### config.mk
export PLATFORM = sky130hd
export DESIGN_NAME = rfc_regs
export DESIGN_NICKNAME = d
export VERILOG_FILES = /design/src/rtl/rfc_pkg.sv /design/src/rtl/rfc_regs.sv
export VERILOG_INCLUDE_DIRS = /design/src /design/src/rtl
export SDC_FILE = /design/constraint.sdc
export NUM_CORES = 1
export LEC_CHECK = 0
export ABC_AREA = 0
export BUFFER_PORTS_ARGS = -buffer_cell sky130_fd_sc_hd__buf_2
export CAP_MARGIN = 15
export CORE_MARGIN = 2
export CORE_UTILIZATION = 45
export CTS_CLUSTER_DIAMETER = 120
export DETAILED_ROUTE_END_ITERATION = 10
export GPL_TIMING_DRIVEN = 0
export PLACE_DENSITY = 0.73
export SYNTH_ARGS = -nofsm -noshare
export SYNTH_HDL_FRONTEND = slang
export SYNTH_SLANG_ARGS = --single-unit
export TNS_END_PERCENT = 20
### constraint.sdc
create_clock -name pclk -period 2.8 [get_ports pclk]
set_input_delay 0.14 -clock pclk [delete_from_list [all_inputs] [get_ports pclk]]
set_output_delay 0.14 -clock pclk [all_outputs]
set_load 0.02 [all_outputs]
### src/rtl/rfc_params.svh
// offsets, field positions, reset values for the rf frontend registers
`ifndef RFC_PARAMS_SVH
`define RFC_PARAMS_SVH
// register indices; byte address is four times the index
`define RFC_IDX_DIST    6'h28
`define RFC_IDX_ANT     6'h29
`define RFC_IDX_TX      6'h36
`define RFC_IDX_SYNC    6'h39
`define RFC_IDX_STAT    6'h3a
// disturbance_control fields
`define RFC_DC_EN       0
`define RFC_DC_LONG     1
`define RFC_DC_THR      5:2
`define RFC_DC_W        10
// antenna_switch_control fields
`define RFC_AC_MOD      1:0
`define RFC_AC_SHORT    3:2
`define RFC_AC_RDSEL    4
`define RFC_AC_RESTORE  5
`define RFC_AC_AUTO     6
`define RFC_AC_INV      7
`define RFC_AC_W        8
// transmit_control fields
`define RFC_TC_INV      0
`define RFC_TC_GAIN     1
// receiver_sync_config fields
`define RFC_SC_TYPE     9:8
`define RFC_SC_HALF     10
`define RFC_SC_NEG      11
`define RFC_SC_LEN      15:12
`define RFC_SC_PAT      31:16
// values restored by an rf configuration load, and the read data reset value
`define RFC_LOAD_PAT    16'hb24d
`define RFC_LOAD_LEN    4'hf
`define RFC_RESET_VAL   32'h0000_0000
`endif

### src/rtl/rfc_pkg.sv
// types shared by the rf frontend control block
package rfc_pkg;
  // gray along rx -> tx -> hold
  typedef enum logic [1:0] {
    RFC_ALM_RX   = 2'b00,
    RFC_ALM_TX   = 2'b01,
    RFC_ALM_HOLD = 2'b11
  } rfc_alm_t;
  typedef enum logic [1:0] {
    RFC_SRC_ZERO = 2'b00,
    RFC_SRC_ONE  = 2'b01,
    RFC_SRC_ENV  = 2'b10,
    RFC_SRC_NENV = 2'b11
  } rfc_src_t;
  typedef enum logic [1:0] {
    RFC_CLS_NONE  = 2'b00,
    RFC_CLS_NOISE = 2'b01,
    RFC_CLS_HOST  = 2'b10,
    RFC_CLS_DIST  = 2'b11
  } rfc_cls_t;
endpackage : rfc_pkg

### src/rtl/rfc_regs.sv
// rf frontend control registers with antenna, transmit, error and sync logic
// Contract
// errors on frames shorter than threshold bytes, crc excluded, are noise
// long-error bit: errors at or above threshold are never disturbance
// software should program disturbance control with 0x187
// software should use timer 1 for disturbance handling
// card mode: bit 7 inverts short while sending, unless auto switch
// bit 6 makes hardware switch antenna for active load modulation
// writing 1 to bit 5 returns active load antenna to receive config
// bit 4 selects modulation interface control in reader mode
// short source: 00 open, 01 short, 10 envelope, 11 inverted
// modulation source: 00 zero, 01 one, 10 envelope, 11 inverted
// select fields act only in card mode passive load modulation; the code also applies them in active mode without auto switch
// bit 1 switches card gain with sending instead of envelope
// bit 0 inverts the resulting transmit signal
// bits 31:16 hold the expected sync pattern
// sync length field is valid bits minus one
// bit 11: start of frame without correlation, grid on negedge
// bit 10: last sync bit is half length
// sync type 0 plain, 1 data/collision pairs, 2 byte resync
// paired mode: collision flag masks the data bit
// type-f config load sets pattern b24d and length f
// software rewrites pattern after every config load
// disturbance control bit 0 enables error handling
// reserved bits read zero, all fields reset to zero
//
// Implementation choice: the APB slave port.
`include "rfc_params.svh"
`timescale 1ns/1ns
`default_nettype none
module rfc_regs #(
  parameter int AW = 8,
  parameter int CW = 8
) (
  input  wire logic          pclk,
  input  wire logic          presetn,
  input  wire logic          psel,
  input  wire logic          penable,
  input  wire logic          pwrite,
  input  wire logic [AW-1:0] paddr,
  input  wire logic [31:0]   pwdata,
  output logic [31:0]        prdata,
  output logic               pready,
  output logic               pslverr,
  input  wire logic          reader_mode,
  input  wire logic          alm_mode,
  input  wire logic          tx_active,
  input  wire logic          tx_envelope,
  input  wire logic          rx_frame_end,
  input  wire logic          rx_frame_error,
  input  wire logic [CW-1:0] rx_byte_count,
  input  wire logic          rx_sof_arm,
  input  wire logic          rx_bit_valid,
  input  wire logic          rx_bit,
  input  wire logic          rf_config_load_command,
  input  wire logic          rf_config_type_f,
  output logic               ant_short,
  output logic               ant_mod,
  output logic               tx_out,
  output logic               card_gain_mod,
  output logic               err_to_host,
  output logic               err_noise,
  output logic               err_disturbance,
  output logic               sync_found,
  output logic               sync_negedge,
  output logic               sync_last_half,
  output logic               byte_resync
);

  // a byte address maps to an index only when word aligned
  function automatic logic hit(input logic [AW-1:0] a, input logic [5:0] i);
    hit = (a[1:0] == 2'h0) && (a[AW-1:2] == (AW-2)'(i));
  endfunction : hit

  function automatic logic src_val(input logic [1:0] s, input logic env);
    case (rfc_pkg::rfc_src_t'(s))
      rfc_pkg::RFC_SRC_ZERO: src_val = 1'b0;
      rfc_pkg::RFC_SRC_ONE:  src_val = 1'b1;
      rfc_pkg::RFC_SRC_ENV:  src_val = env;
      default:               src_val = ~env;
    endcase
  endfunction : src_val

  // newest bit in sh[0]; pattern aligned so its lsb is the last sync bit
  function automatic logic sync_hit(input logic [15:0] sh,
                                    input logic [31:0] cfg,
                                    input logic [4:0]  cnt);
    logic [4:0] n;
    logic       ok;
    n  = {1'b0, cfg[`RFC_SC_LEN]} + 5'h01;
    ok = 1'b0;
    case (cfg[`RFC_SC_TYPE])
      2'h0:
      begin
        ok = (cnt >= n);
        for (int i = 0; i < 16; i++)
          if (i < int'(n) && sh[i] != cfg[16+i])
            ok = 1'b0;
      end
      2'h1:
      begin
        // paired positions: one per two pattern bits
        n  = {2'h0, cfg[15:13]} + 5'h01;
        ok = (cnt >= n);
        for (int p = 0; p < 8; p++)
          if (p < int'(n) && !cfg[16+2*p] && sh[p] != cfg[17+2*p])
            ok = 1'b0;
      end
      default: ok = 1'b0; // byte resync has no pattern search
    endcase
    sync_hit = ok;
  endfunction : sync_hit

  logic [`RFC_DC_W-1:0] dist_ff, nxt_dist;
  logic [`RFC_AC_W-1:0] ant_ff, nxt_ant;
  logic [1:0]           txc_ff, nxt_txc;
  logic [31:8]          sync_ff, nxt_sync;
  logic [31:0]          prdata_ff, nxt_prdata;
  logic                 pready_ff, nxt_pready;
  logic                 pslverr_ff, nxt_pslverr;
  logic                 restore_ff, nxt_restore;
  logic                 resync_ff, nxt_resync;
  logic                 wr_en, rd_setup, mapped;
  logic [31:0]          sync_word, stat_word;
  rfc_pkg::rfc_alm_t    alm_ff, nxt_alm;
  rfc_pkg::rfc_cls_t    cls_ff, nxt_cls;

  assign wr_en    = psel & penable & pready_ff & pwrite;
  assign rd_setup = psel & ~penable;
  assign mapped   = hit(paddr, `RFC_IDX_DIST) | hit(paddr, `RFC_IDX_ANT) |
                    hit(paddr, `RFC_IDX_TX) | hit(paddr, `RFC_IDX_SYNC) |
                    hit(paddr, `RFC_IDX_STAT);
  assign sync_word = {sync_ff, 8'h00};
  assign stat_word = {28'h0, cls_ff, alm_ff};

  always_comb
  begin
    nxt_dist    = dist_ff;
    nxt_ant     = ant_ff;
    nxt_txc     = txc_ff;
    nxt_sync    = sync_ff;
    nxt_prdata  = 32'h0000_0000;
    nxt_pready  = rd_setup;
    nxt_pslverr = rd_setup & ~mapped;
    nxt_restore = 1'b0;
    if (rd_setup)
    begin
      // reserved and unwritten bits read zero
      if (hit(paddr, `RFC_IDX_DIST))
        nxt_prdata = {22'h0, dist_ff};
      else if (hit(paddr, `RFC_IDX_ANT))
        nxt_prdata = {24'h0, ant_ff};
      else if (hit(paddr, `RFC_IDX_TX))
        nxt_prdata = {30'h0, txc_ff};
      else if (hit(paddr, `RFC_IDX_SYNC))
        nxt_prdata = sync_word;
      else if (hit(paddr, `RFC_IDX_STAT))
        nxt_prdata = stat_word;
    end
    // a type-f load overrides a same-cycle software write of the pattern
    if (wr_en && hit(paddr, `RFC_IDX_SYNC))
      nxt_sync = pwdata[31:8];
    if (rf_config_load_command && rf_config_type_f)
    begin
      nxt_sync[`RFC_SC_PAT] = `RFC_LOAD_PAT;
      nxt_sync[`RFC_SC_LEN] = `RFC_LOAD_LEN;
    end
    if (wr_en && hit(paddr, `RFC_IDX_DIST))
      nxt_dist = pwdata[`RFC_DC_W-1:0];
    if (wr_en && hit(paddr, `RFC_IDX_TX))
      nxt_txc = pwdata[1:0];
    if (wr_en && hit(paddr, `RFC_IDX_ANT))
    begin
      nxt_ant = pwdata[`RFC_AC_W-1:0];
      // restore is an action, not a stored setting
      nxt_ant[`RFC_AC_RESTORE] = 1'b0;
      nxt_restore = pwdata[`RFC_AC_RESTORE];
    end
    nxt_resync = (nxt_sync[`RFC_SC_TYPE] == 2'h2);
  end

  always_ff @(posedge pclk or negedge presetn)
  begin
    if (!presetn)
    begin
      dist_ff    <= '0;
      ant_ff     <= '0;
      txc_ff     <= '0;
      sync_ff    <= '0;
      prdata_ff  <= `RFC_RESET_VAL;
      pready_ff  <= 1'b0;
      pslverr_ff <= 1'b0;
      restore_ff <= 1'b0;
      resync_ff  <= 1'b0;
    end
    else
    begin
      dist_ff    <= nxt_dist;
      ant_ff     <= nxt_ant;
      txc_ff     <= nxt_txc;
      sync_ff    <= nxt_sync;
      prdata_ff  <= nxt_prdata;
      pready_ff  <= nxt_pready;
      pslverr_ff <= nxt_pslverr;
      restore_ff <= nxt_restore;
      resync_ff  <= nxt_resync;
    end
  end

  // antenna, transmit and error classification datapath
  logic         short_ff, nxt_short;
  logic         mod_ff, nxt_mod;
  logic         txo_ff, nxt_txo;
  logic         gain_ff, nxt_gain;
  logic         host_ff, nxt_host;
  logic         noise_ff, nxt_noise;
  logic         dist_ev_ff, nxt_dist_ev;
  logic         auto_alm;
  logic [CW-1:0] thr;

  assign auto_alm = alm_mode & ~reader_mode & ant_ff[`RFC_AC_AUTO];
  assign thr = CW'(dist_ff[`RFC_DC_THR]);

  always_comb
  begin
    nxt_alm     = alm_ff;
    nxt_short   = 1'b0;
    nxt_mod     = 1'b0;
    nxt_cls     = cls_ff;
    nxt_host    = 1'b0;
    nxt_noise   = 1'b0;
    nxt_dist_ev = 1'b0;
    // hold keeps the load engaged until software restores it
    case (alm_ff)
      rfc_pkg::RFC_ALM_RX:
        if (auto_alm && tx_active)
          nxt_alm = rfc_pkg::RFC_ALM_TX;
      rfc_pkg::RFC_ALM_TX:
        if (!tx_active)
          nxt_alm = rfc_pkg::RFC_ALM_HOLD;
      rfc_pkg::RFC_ALM_HOLD:
        nxt_alm = rfc_pkg::RFC_ALM_HOLD;
      default:
        nxt_alm = rfc_pkg::RFC_ALM_RX;
    endcase
    if (restore_ff)
      nxt_alm = rfc_pkg::RFC_ALM_RX;
    if (reader_mode)
    begin
      // digital logic owns the antenna in reader mode
      nxt_mod = ant_ff[`RFC_AC_RDSEL] ? tx_active : tx_envelope;
    end
    else if (auto_alm)
    begin
      case (alm_ff)
        rfc_pkg::RFC_ALM_TX:
        begin
          nxt_short = tx_envelope;
          nxt_mod   = ~tx_envelope;
        end
        rfc_pkg::RFC_ALM_HOLD: nxt_short = 1'b1;
        default:               nxt_short = 1'b0;
      endcase
    end
    else
    begin
      // passive, or active without auto switch, use the same fields
      nxt_short = src_val(ant_ff[`RFC_AC_SHORT], tx_envelope) ^
                  (ant_ff[`RFC_AC_INV] & tx_active);
      nxt_mod   = src_val(ant_ff[`RFC_AC_MOD], tx_envelope);
    end
    nxt_txo  = tx_envelope ^ txc_ff[`RFC_TC_INV];
    nxt_gain = (!reader_mode && txc_ff[`RFC_TC_GAIN]) ?
               tx_active : tx_envelope;
    if (rx_frame_end && rx_frame_error)
    begin
      if (!dist_ff[`RFC_DC_EN])
        nxt_cls = rfc_pkg::RFC_CLS_HOST;
      else if (rx_byte_count < thr)
        nxt_cls = rfc_pkg::RFC_CLS_NOISE;
      else if (dist_ff[`RFC_DC_LONG])
        nxt_cls = rfc_pkg::RFC_CLS_HOST;
      else
        nxt_cls = rfc_pkg::RFC_CLS_DIST;
      nxt_host    = (nxt_cls == rfc_pkg::RFC_CLS_HOST);
      nxt_noise   = (nxt_cls == rfc_pkg::RFC_CLS_NOISE);
      nxt_dist_ev = (nxt_cls == rfc_pkg::RFC_CLS_DIST);
    end
  end

  always_ff @(posedge pclk or negedge presetn)
  begin
    if (!presetn)
    begin
      alm_ff     <= rfc_pkg::RFC_ALM_RX;
      cls_ff     <= rfc_pkg::RFC_CLS_NONE;
      short_ff   <= 1'b0;
      mod_ff     <= 1'b0;
      txo_ff     <= 1'b0;
      gain_ff    <= 1'b0;
      host_ff    <= 1'b0;
      noise_ff   <= 1'b0;
      dist_ev_ff <= 1'b0;
    end
    else
    begin
      alm_ff     <= nxt_alm;
      cls_ff     <= nxt_cls;
      short_ff   <= nxt_short;
      mod_ff     <= nxt_mod;
      txo_ff     <= nxt_txo;
      gain_ff    <= nxt_gain;
      host_ff    <= nxt_host;
      noise_ff   <= nxt_noise;
      dist_ev_ff <= nxt_dist_ev;
    end
  end

  // sync search: armed at frame start, ends on the first hit
  logic [15:0] sh_ff, nxt_sh;
  logic [4:0]  cnt_ff, nxt_cnt;
  logic        srch_ff, nxt_srch;
  logic        found_ff, nxt_found;

  always_comb
  begin
    nxt_sh    = sh_ff;
    nxt_cnt   = cnt_ff;
    nxt_srch  = srch_ff;
    nxt_found = 1'b0;
    if (rx_sof_arm)
    begin
      nxt_sh   = 16'h0000;
      nxt_cnt  = 5'h00;
      nxt_srch = 1'b1;
    end
    else if (srch_ff && rx_bit_valid)
    begin
      nxt_sh = {sh_ff[14:0], rx_bit};
      if (cnt_ff != 5'h10)
        nxt_cnt = cnt_ff + 5'h01;
      if (sync_hit(nxt_sh, sync_word, nxt_cnt))
      begin
        nxt_found = 1'b1;
        nxt_srch  = 1'b0;
      end
    end
  end

  always_ff @(posedge pclk or negedge presetn)
  begin
    if (!presetn)
    begin
      sh_ff    <= 16'h0000;
      cnt_ff   <= 5'h00;
      srch_ff  <= 1'b0;
      found_ff <= 1'b0;
    end
    else
    begin
      sh_ff    <= nxt_sh;
      cnt_ff   <= nxt_cnt;
      srch_ff  <= nxt_srch;
      found_ff <= nxt_found;
    end
  end

  assign prdata          = prdata_ff;
  assign pready          = pready_ff;
  assign pslverr         = pslverr_ff;
  assign ant_short       = short_ff;
  assign ant_mod         = mod_ff;
  assign tx_out          = txo_ff;
  assign card_gain_mod   = gain_ff;
  assign err_to_host     = host_ff;
  assign err_noise       = noise_ff;
  assign err_disturbance = dist_ev_ff;
  assign sync_found      = found_ff;
  assign sync_negedge    = sync_ff[`RFC_SC_NEG];
  assign sync_last_half  = sync_ff[`RFC_SC_HALF];
  assign byte_resync     = resync_ff;
endmodule : rfc_regs
`default_nettype wire

==> results.tsv <==
stage	metric	value	unit
setup_path	crit_arrival	2.85	ns
power_and_ir_drop	cellLeakagePower	3.19	nW
clock_tree	root_buffer	clkbuf_16	
timing	fin_crit	2.61	ns
timing	rsz0062_at_grt	false	
final_layout	nNetsFinal	655	
logic_synthesis	ys_ff_latch	112	
floorplanning	die-area	12500	µm²
setup_path	critical_path.max_fanout	5	
floorplanning	core_area	11400	µm²
final_layout	area_delta_synth_final	21.9	%
setup_path	criticalPathCategory	reg -> reg	
timing	worst_slew_pin_slew	1.04	ns
route	routedWlPerCell	18.6	µm
grt	overflow	0	
logic_synthesis	yosys-top-cells-area	dfrtp_1 (54%), a22o_1 (4.5%), mux2_2 (4.5%)	
clock_tree	clk_pin_slew_worst_paths	0.08	ns
logic_synthesis	ys_seq_area_share	53.7	%
setup_path	crit_path_top_delay_cell	dfrtp_1	
logic_synthesis	synthCells	451	
grt	grt_first_pass_wirelength	22.4	mm
setup_path	critical_path.endpoint	sync_found	
logic_synthesis	synthFlopType	dfrtp_1	
setup_path	crit_path_start	cnt_ff[0]	
final_layout	n_antenna_cell	0	
clock_tree	cts_made_buffers	9	
placement	dp_cells	703	
grt	grt_antenna_before_repair	0	
logic_synthesis	synth.net_count	531	
setup_path	critPathLaunchType	register	
setup_path	critPathMostFrequentCell	ha_1	
setup_path	endpoint_kind	register	
floorplanning	die_w	112	µm
grt	grt_pass1_vias	4328	
placement	dpl.hpwl	10.3	mm
route	viasPerCell	5.65	
final_layout	postLayoutCoreUtil	56.0	%
final_layout	final_cells	723	
setup_path	crit_chain	inv_1, ha_1, nor4bb_4, xnor2_1, ha_1, nand2b_1, a21o_1, a21oi_1, o21a_1, a2111oi_4, or2_1	
route	drtPass1Iterations	4	
hold_path	hp-class	in -> reg	
logic_synthesis	synth_cell_types	61	
power_and_ir_drop	power_density	507	nW/µm²
setup_path	critPathRequiredTime	3.04	ns
power_and_ir_drop	ir_drop	0.000309	V
job	maxCapViolCount	0	
clock_tree	cts_sinks	112	
setup_path	r2r_end	sync_found	
timing	slew_headroom	30.6	%
status	status	finished, final reports clean	
setup_path	rrSetupSlack	0.19	ns
placement	place.gp.congestion	0.919	
route	wl	13.4	mm
timing	slew_viol_final	0	
route	drt_iter0_drc	269	
floorplanning	die_h	112	µm
logic_synthesis	avgSynthCellArea	11.6	µm²
timing	min_period_over_period	93.3	%
timing	clock.fmax	383	MHz
clock_tree	insertion_delay	0.35	ns
grt	grt_max_degree	76	
logic_synthesis	synth_top_cell_by_area	dfrtp_1	
grt	track_usage	22.9	%
route	ant_nets	0	
clock_tree	clock_path_buffers	2	
setup_path	r2r_start	cnt_ff[0]	
timing	finalHoldViolCount	0	
logic_synthesis	syn_area	5220	µm²
clock_tree	ctsHtreeMaxLevel	3	
floorplanning	initial_core_util	45.9	%
route	drc	0	
logic_synthesis	synth_top_area_share	53.7	%
floorplanning	ios	109	
placement	portBuffers	108	
setup_path	r2r_cells	11	
floorplanning	num_rows	39	
timing	worst_clock_skew	0.00828	ns
logic_synthesis	synth_warnings	0	
final_layout	drive_gt1_share	28.6	%
timing	whs	0.00763	ns
setup_path	slowest_delay	0.44	ns
clock_tree	cts_tree	built	
logic_synthesis	async_reset_ff_share	100	%
logic_synthesis	synth_edf_count	0	
route	via_count	4088	
timing	setup_violations	0	
## synth_stat cells (3+ instances only)
| master | count |
|---|---|
| a21o_1 | 4 |
| a21oi_1 | 21 |
| a221oi_1 | 3 |
| a22o_1 | 27 |
| a22oi_1 | 12 |
| and3_1 | 23 |
| clkbuf_1 | 14 |
| dfrtp_1 | 112 |
| ha_1 | 16 |
| inv_1 | 16 |
| mux2_2 | 21 |
| nand2_1 | 19 |
| nand2b_1 | 6 |
| nand3_1 | 10 |
| nand3b_1 | 3 |
| nand4_1 | 3 |
| nor2_1 | 28 |
| nor2b_1 | 4 |
| nor3_1 | 10 |
| o21ai_0 | 6 |
| o22a_1 | 9 |
| o22ai_1 | 5 |
| xnor2_1 | 24 |
| xor2_1 | 10 |
## how the worst min path moves through the flow
| stage | from | cells after the start | end | slack (ns) |
|---|---|---|---|---|
| 2_1_floorplan | presetn | 0 | alm_ff[0] | -0.16 |
| 3_3_place_gp | reader_mode | 2 | ant_short | 0.35 |
| 3_5_place_dp | presetn | 1 | cnt_ff[1] | 0.14 |
| 4_1_cts | pwdata[14] | 2 | sync_ff[14] | 0.003 |
| 5_1_grt | pwdata[28] | 2 | sync_ff[28] | 0.007 |
| 6_report | pwdata[18] | 2 | sync_ff[18] | 0.008 |
## layer usage
metal  track usage, %  routed length (µm)  vias to the layer above
met2             36.7                6350                      125
met5                0                   0                        -
met1             32.0                5990                     2040
met4             7.65                 298                        0
met3             3.86                 809                       23
li1                 -                   -                     1900
## registers in the layout, indices dropped and copies added (netlist names), 2 cells and up
register  cells
dist_ff      10
cls_ff        2
alm_ff        2
sync_ff      24
sh_ff        15
ant_ff        7
prdata       32
cnt_ff        5
txc_ff        2
## what timing repair did
action | CTS | global route
endpoints found under the setup margin | 2 | 2
buffers inserted | 0 | 0
hold buffers | 4 | 0
hold endpoints to repair | 40 | 0
gates resized for setup | 1 | 2
## final cells by class
type	count	area, µm²
Multi-Input combinational cell	307	2310
Fill cell	1002	5000
Inverter	16	60.1
Timing Repair Buffer	113	611
Clock buffer	11	253
Clock inverter	5	73.8
Sequential cell	112	2800
Tap cell	143	179
Buffer	16	71.3
## cell usage in the layout, fill, tap and decap left out, types with 5 or more instances in the layout
| cell | n |
|---|---|
| dfrtp_1 | 112 |
| buf_2 | 107 |
| nor2_1 | 28 |
| a22o_1 | 27 |
| xnor2_1 | 24 |
| and3_1 | 23 |
| mux2_2 | 21 |
| a21oi_1 | 21 |
| nand2_1 | 19 |
| inv_1 | 16 |
| ha_1 | 16 |
| clkbuf_1 | 14 |
| a22oi_1 | 12 |
| nand3_1 | 10 |
| nor3_1 | 10 |
| xor2_1 | 10 |
| o22a_1 | 9 |
| clkbuf_16 | 9 |
| nand2b_1 | 6 |
| o21ai_0 | 6 |
| o22ai_1 | 5 |
## cells by family (layout without fill, tap and decap cells)
kind of cell | count (synthesis) | count (layout) | share of synthesized area [%]
AO/OA/AOI/OAI | 104 | 104 | 14.8
multiplexers | 23 | 23 | 5.01
XOR/XNOR | 34 | 34 | 5.70
AND/OR/NAND/NOR | 130 | 130 | 14.5
flip-flops | 112 | 112 | 53.7
buffers and inverters | 32 | 161 | 2.52
adder cells (fa/ha/maj) | 16 | 16 | 3.83
## report_power, final
| part | internal, W | switching [W] |
|---|---|---|
| registers | 0.00163 | 0.0000100 |
| logic | 0.0000816 | 0.000124 |
| clock network | 0.000761 | 0.000619 |
## critical path: cells and delay by family (launching register included)
kind	cells	cell delay (ns)
buf+inv	1	0.12
fa+ha+maj	2	0.43
xor+xnor	1	0.21
compound gates	4	0.61
simple gates	3	0.68
flops	1	0.44
## per-stage QoR
step                area (µm²)  power (W)  setup TNS, ns  worst slack, ns
finish                    6360    0.00322              0            0.188
global route              6360    0.00335              0           0.0450
CTS                       6340    0.00325              0           0.0595
detailed placement        5970    0.00187         -0.208           -0.104
global placement          5940    0.00186              0           0.0194
floorplan                 5220    0.00175              0            0.378
No activity file was read; power rests on OpenSTA's default activity.
